`src/ccc_map.svh`:
```
`ifndef CCC_MAP_SVH
`define CCC_MAP_SVH
// register byte addresses
`define CCC_A_CTL_MULTI 8'h30
`define CCC_A_CTL_ALL   8'h34
`define CCC_A_MSEL      8'h38
`define CCC_A_SWRST     8'h3c
`define CCC_A_STATUS    8'h40
`define CCC_A_CHEN      8'h44
`define CCC_A_DITHER    8'h48
// per-channel blocks, address bits 7:6
`define CCC_BLK_CTL     2'b00
`define CCC_BLK_PH      2'b10
`define CCC_NCH_IX      4'hc
// control word fields
`define CCC_F_CONST     15
`define CCC_F_MODE      12
`define CCC_F_SEED_HI   9
// status fields
`define CCC_F_NEWM      13
`define CCC_F_SWAP      12
// reset values
`define CCC_CTL_RESET   15'h4000
`define CCC_CHEN_RESET  12'hfff
// code generator
`define CCC_GPS_LAST    10'h3fe
`define CCC_GLO_LAST    10'h1fe
`define CCC_G1_INIT     10'h3ff
`define CCC_GLO_INIT    9'h1ff
`define CCC_EPL_INIT    3'b111
`endif

```
`src/ccc_pkg.sv`:
```
package ccc_pkg;
   typedef enum logic [1:0] {CCC_TRK_EARLY, CCC_TRK_LATE, CCC_TRK_DITHER, CCC_TRK_EML} ccc_track_e;
   typedef struct packed {
      logic       constellation_select;
      ccc_track_e track_sel;
      logic       code_force_test;
      logic       input_pair_select;
      logic [9:0] second_register_seed;
   } ccc_ctl_s;
   typedef struct packed {
      logic       prompt;
      logic       early;
      logic       late;
      logic [1:0] track;
   } ccc_codes_s;
   typedef struct packed {
      ccc_ctl_s   pend;
      ccc_ctl_s   act;
      logic       preset;
      logic       armed;
      logic       dith;
      logic [9:0] g1;
      logic [9:0] g2;
      logic [8:0] glo;
      logic [9:0] cnt;
      logic [2:0] epl;
   } ccc_chan_s;
   typedef struct packed {
      logic              newm;
      logic              swap;
      logic [11:0]       missed;
      logic [11:0]       unread;
      logic [11:0]       overrun;
      logic [11:0]       msel;
      logic [11:0]       chen;
      logic              swrst;
      logic [15:0]       rdata;
      logic              err;
      logic [11:0][10:0] cap;
   } ccc_top_s;
endpackage : ccc_pkg

```
`src/ccc_top.sv`:
```
// Added by the designer: the register addresses and the APB register port.
`timescale 1ns/10ps
`default_nettype none
`include "ccc_map.svh"
module ccc_top (
   // clock and reset
   input  wire logic                  pclk,
   input  wire logic                  presetn,
   // apb slave
   input  wire logic [7:0]            paddr,
   input  wire logic                  psel,
   input  wire logic                  penable,
   input  wire logic                  pwrite,
   input  wire logic [31:0]           pwdata,
   output logic      [31:0]           prdata,
   output logic                       pready,
   output logic                       pslverr,
   // correlator events
   input  wire logic [11:0]           integration_end,
   input  wire logic                  measurement_epoch_strobe,
   input  wire logic                  swap_early_strobe,
   input  wire logic [11:0]           epoch_count_loaded,
   input  wire logic [11:0]           epoch20_increment,
   input  wire logic [11:0]           chip_advance,
   input  wire logic [11:0][10:0]     code_phase,
   // channel outputs
   output ccc_pkg::ccc_ctl_s [11:0]   chan_ctl,
   output logic      [11:0]           preset_mode,
   output logic      [11:0]           dither_late,
   output ccc_pkg::ccc_codes_s [11:0] chan_codes,
   output logic      [11:0]           channel_enable,
   output logic                       software_master_reset
);
   ccc_pkg::ccc_top_s s_r;
   ccc_pkg::ccc_top_s s_nxt;
   logic              setup;
   logic              acc;
   logic              ph_ok;
   logic [3:0]        ph_ix;
   logic [11:0]       ctl_wr;

   function automatic logic win(input logic [7:0] a, input logic [1:0] blk);
      win = (a[7:6] == blk) && (a[1:0] == 2'b00) && (a[5:2] < `CCC_NCH_IX);
   endfunction : win

   function automatic logic [11:0] wmask(input logic [7:0] a, input logic [11:0] msel);
      wmask = 12'h000;
      if (win(a, `CCC_BLK_CTL)) begin
         wmask = 12'h001 << a[5:2];
      end else if (a == `CCC_A_CTL_MULTI) begin
         wmask = msel;
      end else if (a == `CCC_A_CTL_ALL) begin
         wmask = 12'hfff;
      end
   endfunction : wmask

   function automatic logic mapped(input logic [7:0] a);
      mapped = win(a, `CCC_BLK_CTL) || win(a, `CCC_BLK_PH) ||
               (a == `CCC_A_CTL_MULTI) || (a == `CCC_A_CTL_ALL) ||
               (a == `CCC_A_MSEL) || (a == `CCC_A_SWRST) ||
               (a == `CCC_A_STATUS) || (a == `CCC_A_CHEN) ||
               (a == `CCC_A_DITHER);
   endfunction : mapped

   assign setup = psel && !penable;
   assign acc = psel && penable;
   assign ph_ok = win(paddr, `CCC_BLK_PH);
   assign ph_ix = paddr[5:2];
   // control words are write-only, aliases fan out
   assign ctl_wr = (acc && pwrite) ? wmask(paddr, s_r.msel) : 12'h000;

   always_comb begin
      logic [11:0] missed_set;
      missed_set = 12'h000;
      s_nxt = s_r;
      s_nxt.swrst = 1'b0;
      // read data and error sampled in setup
      if (setup) begin
         s_nxt.err = !mapped(paddr);
         s_nxt.rdata = 16'h0000;
         if (paddr == `CCC_A_STATUS) begin
            s_nxt.rdata = {2'b00, s_r.newm, s_r.swap, s_r.missed};
         end else if (paddr == `CCC_A_CHEN) begin
            s_nxt.rdata = {4'h0, s_r.chen};
         end else if (paddr == `CCC_A_DITHER) begin
            s_nxt.rdata = {4'h0, dither_late};
         end else if (ph_ok) begin
            s_nxt.rdata = {5'h00, s_r.cap[ph_ix]};
         end
      end
      if (acc && !pwrite) begin
         if (paddr == `CCC_A_STATUS) begin
            // clear only what the read returned
            s_nxt.newm = s_r.newm & ~s_r.rdata[`CCC_F_NEWM];
            s_nxt.swap = s_r.swap & ~s_r.rdata[`CCC_F_SWAP];
            s_nxt.missed = s_r.missed & ~s_r.rdata[11:0];
         end else if (ph_ok) begin
            missed_set[ph_ix] = s_r.overrun[ph_ix];
            s_nxt.overrun[ph_ix] = 1'b0;
            s_nxt.unread[ph_ix] = 1'b0;
         end
      end
      if (acc && pwrite) begin
         if (paddr == `CCC_A_MSEL) begin
            s_nxt.msel = pwdata[11:0];
         end else if (paddr == `CCC_A_SWRST) begin
            s_nxt.swrst = pwdata[0];
         end else if (paddr == `CCC_A_CHEN) begin
            s_nxt.chen = pwdata[11:0];
         end
      end
      if (measurement_epoch_strobe) begin
         s_nxt.cap = code_phase;
         s_nxt.overrun = s_nxt.overrun | s_nxt.unread;
         s_nxt.unread = 12'hfff;
         s_nxt.newm = 1'b1;
         s_nxt.swap = 1'b1;
      end
      if (swap_early_strobe) begin
         s_nxt.swap = 1'b1;
      end
      // set wins over clear, disable clears
      s_nxt.missed = (s_nxt.missed & s_r.chen) | missed_set;
      if (s_r.swrst) begin
         s_nxt.missed = 12'h000;
         s_nxt.unread = 12'h000;
         s_nxt.overrun = 12'h000;
         s_nxt.msel = 12'h000;
      end
   end

   always_ff @(posedge pclk or negedge presetn) begin
      if (!presetn) begin
         s_r <= '0;
         s_r.chen <= `CCC_CHEN_RESET;
      end else begin
         s_r <= s_nxt;
      end
   end

   // channels
   for (genvar i = 0; i < 12; i++) begin : g_ch
      ccc_chan u_chan (
         .clk          (pclk),
         .rst_n        (presetn),
         .sw_reset     (s_r.swrst),
         .wr           (ctl_wr[i]),
         .wdata        (pwdata[15:0]),
         .integ_end    (integration_end[i]),
         .epoch_strobe (measurement_epoch_strobe),
         .epoch_loaded (epoch_count_loaded[i]),
         .epoch20_inc  (epoch20_increment[i]),
         .chip_adv     (chip_advance[i]),
         .act_ctl      (chan_ctl[i]),
         .preset_mode  (preset_mode[i]),
         .dither_late  (dither_late[i]),
         .codes        (chan_codes[i])
      );
   end

   assign prdata = {16'h0000, s_r.rdata};
   assign pready = 1'b1;
   assign pslverr = acc && s_r.err;
   assign channel_enable = s_r.chen;
   assign software_master_reset = s_r.swrst;
endmodule : ccc_top
`default_nettype wire

```
`src/ccc_chan.sv`:
```
`timescale 1ns/10ps
`default_nettype none
`include "ccc_map.svh"
module ccc_chan (
   // clock and reset
   input  wire logic                clk,
   input  wire logic                rst_n,
   input  wire logic                sw_reset,
   // control word write
   input  wire logic                wr,
   input  wire logic [15:0]         wdata,
   // timing events
   input  wire logic                integ_end,
   input  wire logic                epoch_strobe,
   input  wire logic                epoch_loaded,
   input  wire logic                epoch20_inc,
   input  wire logic                chip_adv,
   // state out
   output ccc_pkg::ccc_ctl_s        act_ctl,
   output logic                     preset_mode,
   output logic                     dither_late,
   output ccc_pkg::ccc_codes_s      codes
);
   ccc_pkg::ccc_chan_s s_r;
   ccc_pkg::ccc_chan_s s_nxt;
   logic               e;
   logic               l;
   logic               p;

   always_comb begin
      logic apply;
      logic chip;
      apply = s_r.preset ? epoch_strobe : integ_end;
      chip = s_r.act.constellation_select ? (s_r.g1[9] ^ s_r.g2[9]) : s_r.glo[8];
      s_nxt = s_r;
      if (epoch_loaded && s_r.preset) begin
         s_nxt.armed = 1'b1;
      end
      if (epoch20_inc) begin
         s_nxt.dith = ~s_r.dith;
      end
      if (apply) begin
         s_nxt.act = s_r.pend;
         s_nxt.g1 = `CCC_G1_INIT;
         s_nxt.g2 = s_r.pend.second_register_seed;
         s_nxt.glo = `CCC_GLO_INIT;
         s_nxt.cnt = 10'h000;
         s_nxt.epl = `CCC_EPL_INIT;
      end else if (chip_adv) begin
         s_nxt.epl = {s_r.epl[1:0], chip};
         s_nxt.g1 = {s_r.g1[8:0], s_r.g1[2] ^ s_r.g1[9]};
         if (s_r.g2 != 10'h000) begin
            s_nxt.g2 = {s_r.g2[8:0], ^{s_r.g2[1], s_r.g2[2], s_r.g2[5], s_r.g2[7], s_r.g2[8], s_r.g2[9]}};
         end
         s_nxt.glo = {s_r.glo[7:0], s_r.glo[4] ^ s_r.glo[8]};
         s_nxt.cnt = s_r.cnt + 10'h001;
         if (s_r.cnt == (s_r.act.constellation_select ? `CCC_GPS_LAST : `CCC_GLO_LAST)) begin
            s_nxt.g1 = `CCC_G1_INIT;
            s_nxt.g2 = s_r.act.second_register_seed;
            s_nxt.glo = `CCC_GLO_INIT;
            s_nxt.cnt = 10'h000;
         end
      end
      if (s_r.preset && s_r.armed && epoch_strobe) begin
         s_nxt.preset = 1'b0;
         s_nxt.armed = 1'b0;
      end
      if (wr) begin
         s_nxt.pend = ccc_pkg::ccc_ctl_s'({wdata[`CCC_F_CONST:`CCC_F_MODE+1], wdata[`CCC_F_MODE-1:0]});
         s_nxt.preset = wdata[`CCC_F_MODE];
         s_nxt.armed = 1'b0;
      end
      if (sw_reset) begin
         s_nxt = '0;
         s_nxt.pend = ccc_pkg::ccc_ctl_s'(`CCC_CTL_RESET);
         s_nxt.act = ccc_pkg::ccc_ctl_s'(`CCC_CTL_RESET);
         s_nxt.g1 = `CCC_G1_INIT;
         s_nxt.glo = `CCC_GLO_INIT;
      end
   end

   always_ff @(posedge clk or negedge rst_n) begin
      if (!rst_n) begin
         s_r <= '0;
         s_r.pend <= ccc_pkg::ccc_ctl_s'(`CCC_CTL_RESET);
         s_r.act <= ccc_pkg::ccc_ctl_s'(`CCC_CTL_RESET);
         s_r.g1 <= `CCC_G1_INIT;
         s_r.glo <= `CCC_GLO_INIT;
      end else begin
         s_r <= s_nxt;
      end
   end

   // code force holds mixers transparent
   assign e = s_r.epl[0] | s_r.act.code_force_test;
   assign p = s_r.epl[1] | s_r.act.code_force_test;
   assign l = s_r.epl[2] | s_r.act.code_force_test;

   always_comb begin
      logic t;
      t = e;
      codes.prompt = p;
      codes.early = e;
      codes.late = l;
      case (s_r.act.track_sel)
         ccc_pkg::CCC_TRK_EARLY: t = e;
         ccc_pkg::CCC_TRK_LATE: t = l;
         ccc_pkg::CCC_TRK_DITHER: t = s_r.dith ? l : e;
         default: t = e;
      endcase
      // +1 as 01, -1 as 11, 0 as 00
      codes.track = t ? 2'b01 : 2'b11;
      if (s_r.act.track_sel == ccc_pkg::CCC_TRK_EML) begin
         codes.track = (s_r.act.code_force_test || (e == l)) ? 2'b00 : (e ? 2'b01 : 2'b11);
      end
   end

   assign act_ctl = s_r.act;
   assign preset_mode = s_r.preset;
   assign dither_late = s_r.dith;
endmodule : ccc_chan
`default_nettype wire

```
`config.mk`:
```
export PLATFORM = sky130hd
export DESIGN_NAME = ccc_top
export DESIGN_NICKNAME = d
export VERILOG_FILES = /design/src/ccc_pkg.sv /design/src/ccc_top.sv /design/src/ccc_chan.sv
export VERILOG_INCLUDE_DIRS = /design/src /design/src/src
export SDC_FILE = /design/constraint.sdc
export NUM_CORES = 2
export LEC_CHECK = 0
export BUFFER_PORTS_ARGS = -buffer_cell sky130_fd_sc_hd__buf_2
export CAP_MARGIN = 40
export CORE_ASPECT_RATIO = 0.7
export CORE_MARGIN = 4
export CORE_UTILIZATION = 35
export CTS_BUF_LIST = sky130_fd_sc_hd__clkbuf_4
export DETAILED_ROUTE_END_ITERATION = 7
export REMOVE_ABC_BUFFERS = 1
export SLEW_MARGIN = 20
export SYNTH_ARGS = -nofsm -noshare
export SYNTH_HDL_FRONTEND = slang
export SYNTH_SLANG_ARGS = --single-unit
```
`constraint.sdc`:
```
create_clock -name pclk -period 2.87 [get_ports pclk]
set_clock_uncertainty 0.1 [all_clocks]
set_input_delay 0.1435 -clock pclk [delete_from_list [all_inputs] [get_ports pclk]]
set_output_delay 0.1435 -clock pclk [all_outputs]
set_load 0.01 [all_outputs]
```
==> impl_metrics.csv <==
group,metric,value,unit
clock_network,cts_buffers,310,
sta,max_slew_margin,41.9,%
synthesis,muxShareOfSynthArea,11.9,%
setup_path,ff2ff_path_depth,5,
placement,dpl.hpwl,115000,microns
final_layout,fillers,14644,
setup_path,endpoint_kind,"output pin",
floorplanning,num_rows,121,
power,p_per_area,552,mW/mm^2
synthesis,syn-cell-area,0.0547,sq mm
global_routing,grt_pass1_wl,282000,microns
power,p_leak,32.3,nW
floorplanning,die_w,481,microns
clock_network,cts_sinks,1110,
setup_path,required,2.63,ns
clock_network,clockBufferDepth,4,
route,num_vias,45045,
final_layout,drive_above_1_share,29.7,%
synthesis,syn_area_per_cell,10.2,sq um
synthesis,netlist.area_leader.share,38.7,%
run_status,violations,"setup timing",
route,firstDrtPassIters,7,
worst_hold_path,hold_path_class,"input pin to flip-flop",
placement,io_buffers,502,
route,postRouteAntennaNets,0,
synthesis,synthTopCellsByCount,"873 x nand2_1, 846 x dfrtp_1, 433 x nor2_1",
synthesis,synth_most_common_cell,"nand2_1",
clock_network,cts_tree,"built",
setup_path,start_kind,"flip-flop",
sta,period_needed,3.08,ns
global_routing,antenna_found_initial,21,
synthesis,ys_top_cells_by_area,"dfrtp_1 39%, dfstp_2 13%, nand2_1 6.0%",
setup_path,rr_startpoint,"software_master_reset",
clock_network,path_clk_slew,0.07,ns
setup_path,rrSetupSlack,0.17,ns
sta,maxSlewViolCount,0,
setup_path,r2r-end,"g_ch[6].u_chan.s_r[43]",
global_routing,grt_use_met1,30.5,%
route,wirelength,186000,microns
floorplanning,dieArea,0.163,sq mm
final_layout,nNetsFinal,6802,
synthesis,synth_seq_area_share,51.3,%
global_routing,gr-total-overflow,0,
synthesis,yosys_warnings,0,
power,vdd_drop_max,0.000397,V
clock_network,insertion_delay,1.30,ns
sta,hold_viol_final,0,
global_routing,met2_usage,34.9,%
setup_path,crit_start,"g_ch[7].u_chan.act_ctl[12]",
setup_path,worstSetupPathType,"flip-flop to output pin",
power,seqPwrFrac,46.2,%
floorplanning,ios,538,
global_routing,grt_max_degree,109,
clock_network,htree_levels,5,
floorplanning,die_y,339,microns
placement,dp.cells,7594,
sta,fin_ws,-0.214,ns
floorplanning,start_util,35.2,%
route,initialDrtViolationCount,3929,
route,wl_per_cell,21.0,microns
global_routing,grt_pass1_vias,45473,
setup_path,cp.arrival,2.84,ns
synthesis,synth_edf_count,0,
floorplanning,core_area,0.155,sq mm
run_status,run_status,"finished, violations left",
global_routing,track_usage,22.4,%
final_layout,syn2layout_area_growth,27.2,%
power,p_int,27.3,mW
power,power.switching,11.2,mW
power,power.total,38.5,mW
sta,fin_crit_sh,107,%
synthesis,ys.flop_type,"dfrtp_1",
setup_path,endpoint,"chan_codes[36]",
synthesis,synth_top_family_by_area,"simple AND/OR/NAND/NOR gates",
synthesis,synthSimpleGateAreaFrac,15.7,%
sta,tightest_slew,0.868,ns
route,vias_per_cell,5.10,
synthesis,synth_compound_area_share,9.12,%
synthesis,synthCells,5387,
power,switching_share,29.1,%
global_routing,top_usage_layer,"met2",
power,p_comb_share,15.3,%
synthesis,async_reset_ff_share,100,%
sta,hold_ws,0.151,ns
synthesis,ys_ff_latch,1110,
sta,rsz0062_at_grt,"yes",
final_layout,final_cells,8840,
synthesis,synth-xor-area-share,3.07,%
synthesis,synth_cell_types,76,
placement,place_congestion,0.846,
power,power_frac_clock,38.5,%
sta,fmax,324,MHz
route,drc,0,
setup_path,crit_path_max_fanout,4,
sta,setup_viol,13,
clock_network,cts-root-buf,"clkbuf_4",
flow_run,cap_violations,0,
global_routing,globalRouteMet3Util,4.74,%
synthesis,yosys.area.top_type,"dfrtp_1",
synthesis,synthAdderAreaFrac,1.65,%
## flip-flops by register name, summed over array words and instances, names as in the netlist
name / count
g_ch.u_chan.act_ctl: 180
g_ch.u_chan.preset_mode: 12
g_ch.u_chan.dither_late: 12
channel_enable: 12
s_r: 183
prdata: 14
software_master_reset: 1
g_ch.u_chan.s_r: 696
## power by group through the flow
stage	combinational (mW)	sequential (mW)	clock (mW)
after floorplan	2.56	17.6	0
after global placement	4.56	18.0	0
after detailed placement	4.68	18.0	0
after CTS	5.76	17.7	15.2
after global routing	6.45	17.9	16.2
final	5.90	17.7	14.8
## final cells by class
| class | instances | area, sq um | share of cell area (%) |
|---|---|---|---|
| diodes | 20 | 50.0 | 0.0719 |
| clock buffers | 484 | 3630 | 5.22 |
| clock inverters | 54 | 240 | 0.345 |
| inverters | 111 | 417 | 0.598 |
| multi-input cells | 3575 | 23200 | 33.3 |
| flip-flops and latches | 1110 | 28100 | 40.4 |
| well taps | 2091 | 2620 | 3.76 |
| repair buffers | 1395 | 11300 | 16.2 |
## critical path, stage by stage (launching register included)
cell and delay (ns):
dfrtp_1 0.44, inv_1 0.07, ha_2 0.20, a21oi_2 0.13
a21oi_2 0.04, or2_4 0.25, a221oi_2 0.24, buf_4 0.18
## per-layer routing
| layer | part of all wire [%] | vias to the layer above |
|---|---|---|
| li1 | - | 20686 |
| met4 | 3.3 | 2 |
| met2 | 46 | 1566 |
| met5 | 0.0070 | - |
| met1 | 44 | 22418 |
| met3 | 6.8 | 373 |
## through the flow
| stage | utilization, % | setup TNS, ns | cell area (sq um) | worst slack (ns) |
|---|---|---|---|---|
| 5_1_grt | 44.8 | -4.04 | 69600 | -0.469 |
| 2_1_floorplan | - | -7369.33 | 51300 | -11.15 |
| 3_5_place_dp | 37.6 | 0 | 58400 | 0.255 |
| 3_3_place_gp | 37.4 | 0 | 58200 | 0.272 |
| 4_1_cts | 44.5 | -3.71 | 69100 | -0.360 |
| 6_report | 44.8 | -1.09 | 69600 | -0.214 |
## how the worst min path moves through the flow
stage,cells past startpoint,to,start
2_1_floorplan,0,g_ch[0].u_chan.act_ctl[0],presetn
3_3_place_gp,1,g_ch[0].u_chan.s_r[62],presetn
3_5_place_dp,1,g_ch[0].u_chan.s_r[62],presetn
4_1_cts,7,s_r[202],paddr[7]
5_1_grt,7,g_ch[11].u_chan.s_r[74],paddr[7]
6_report,7,g_ch[11].u_chan.s_r[74],paddr[7]
## cells in the final DEF, fill, tap and decap left out, drive strengths merged, types with 53 or more instances in the layout
cell and instances:
clkbuf 485, dfstp 264, buf 793, inv 111, nand3 237, nand2 873
xor2 61, a21oi 362, dlygate4sd3 601, mux2 235, nor3 90, mux2i 310
nor2 433, dfrtp 846, o22ai 53, ha 72, xnor2 118, clkinv 53
o21ai 125
## cell families (layout without fill, tap and decap cells)
family | Yosys count | count (layout)
other | 2 | 39
adders and majority gates | 72 | 72
xor gates and xnor gates | 184 | 184
buffers and inverters | 719 | 2044
muxes | 578 | 578
DFF | 1110 | 1110
and+or+nand+nor | 1920 | 1920
AOI/OAI and AO/OA | 802 | 802
## timing repair
item / 4_1_cts / 5_1_grt
cloned: 0 / 0
endpoints found under the setup margin: 15 / 75
endpoints found under the hold margin: 2220 / 1
setup buffers: 48 / 26
hold buffers: 610 / 1
gates resized for setup: 93 / 50
pin swaps: 22 / 20
Power figures use the tool's default switching activity.
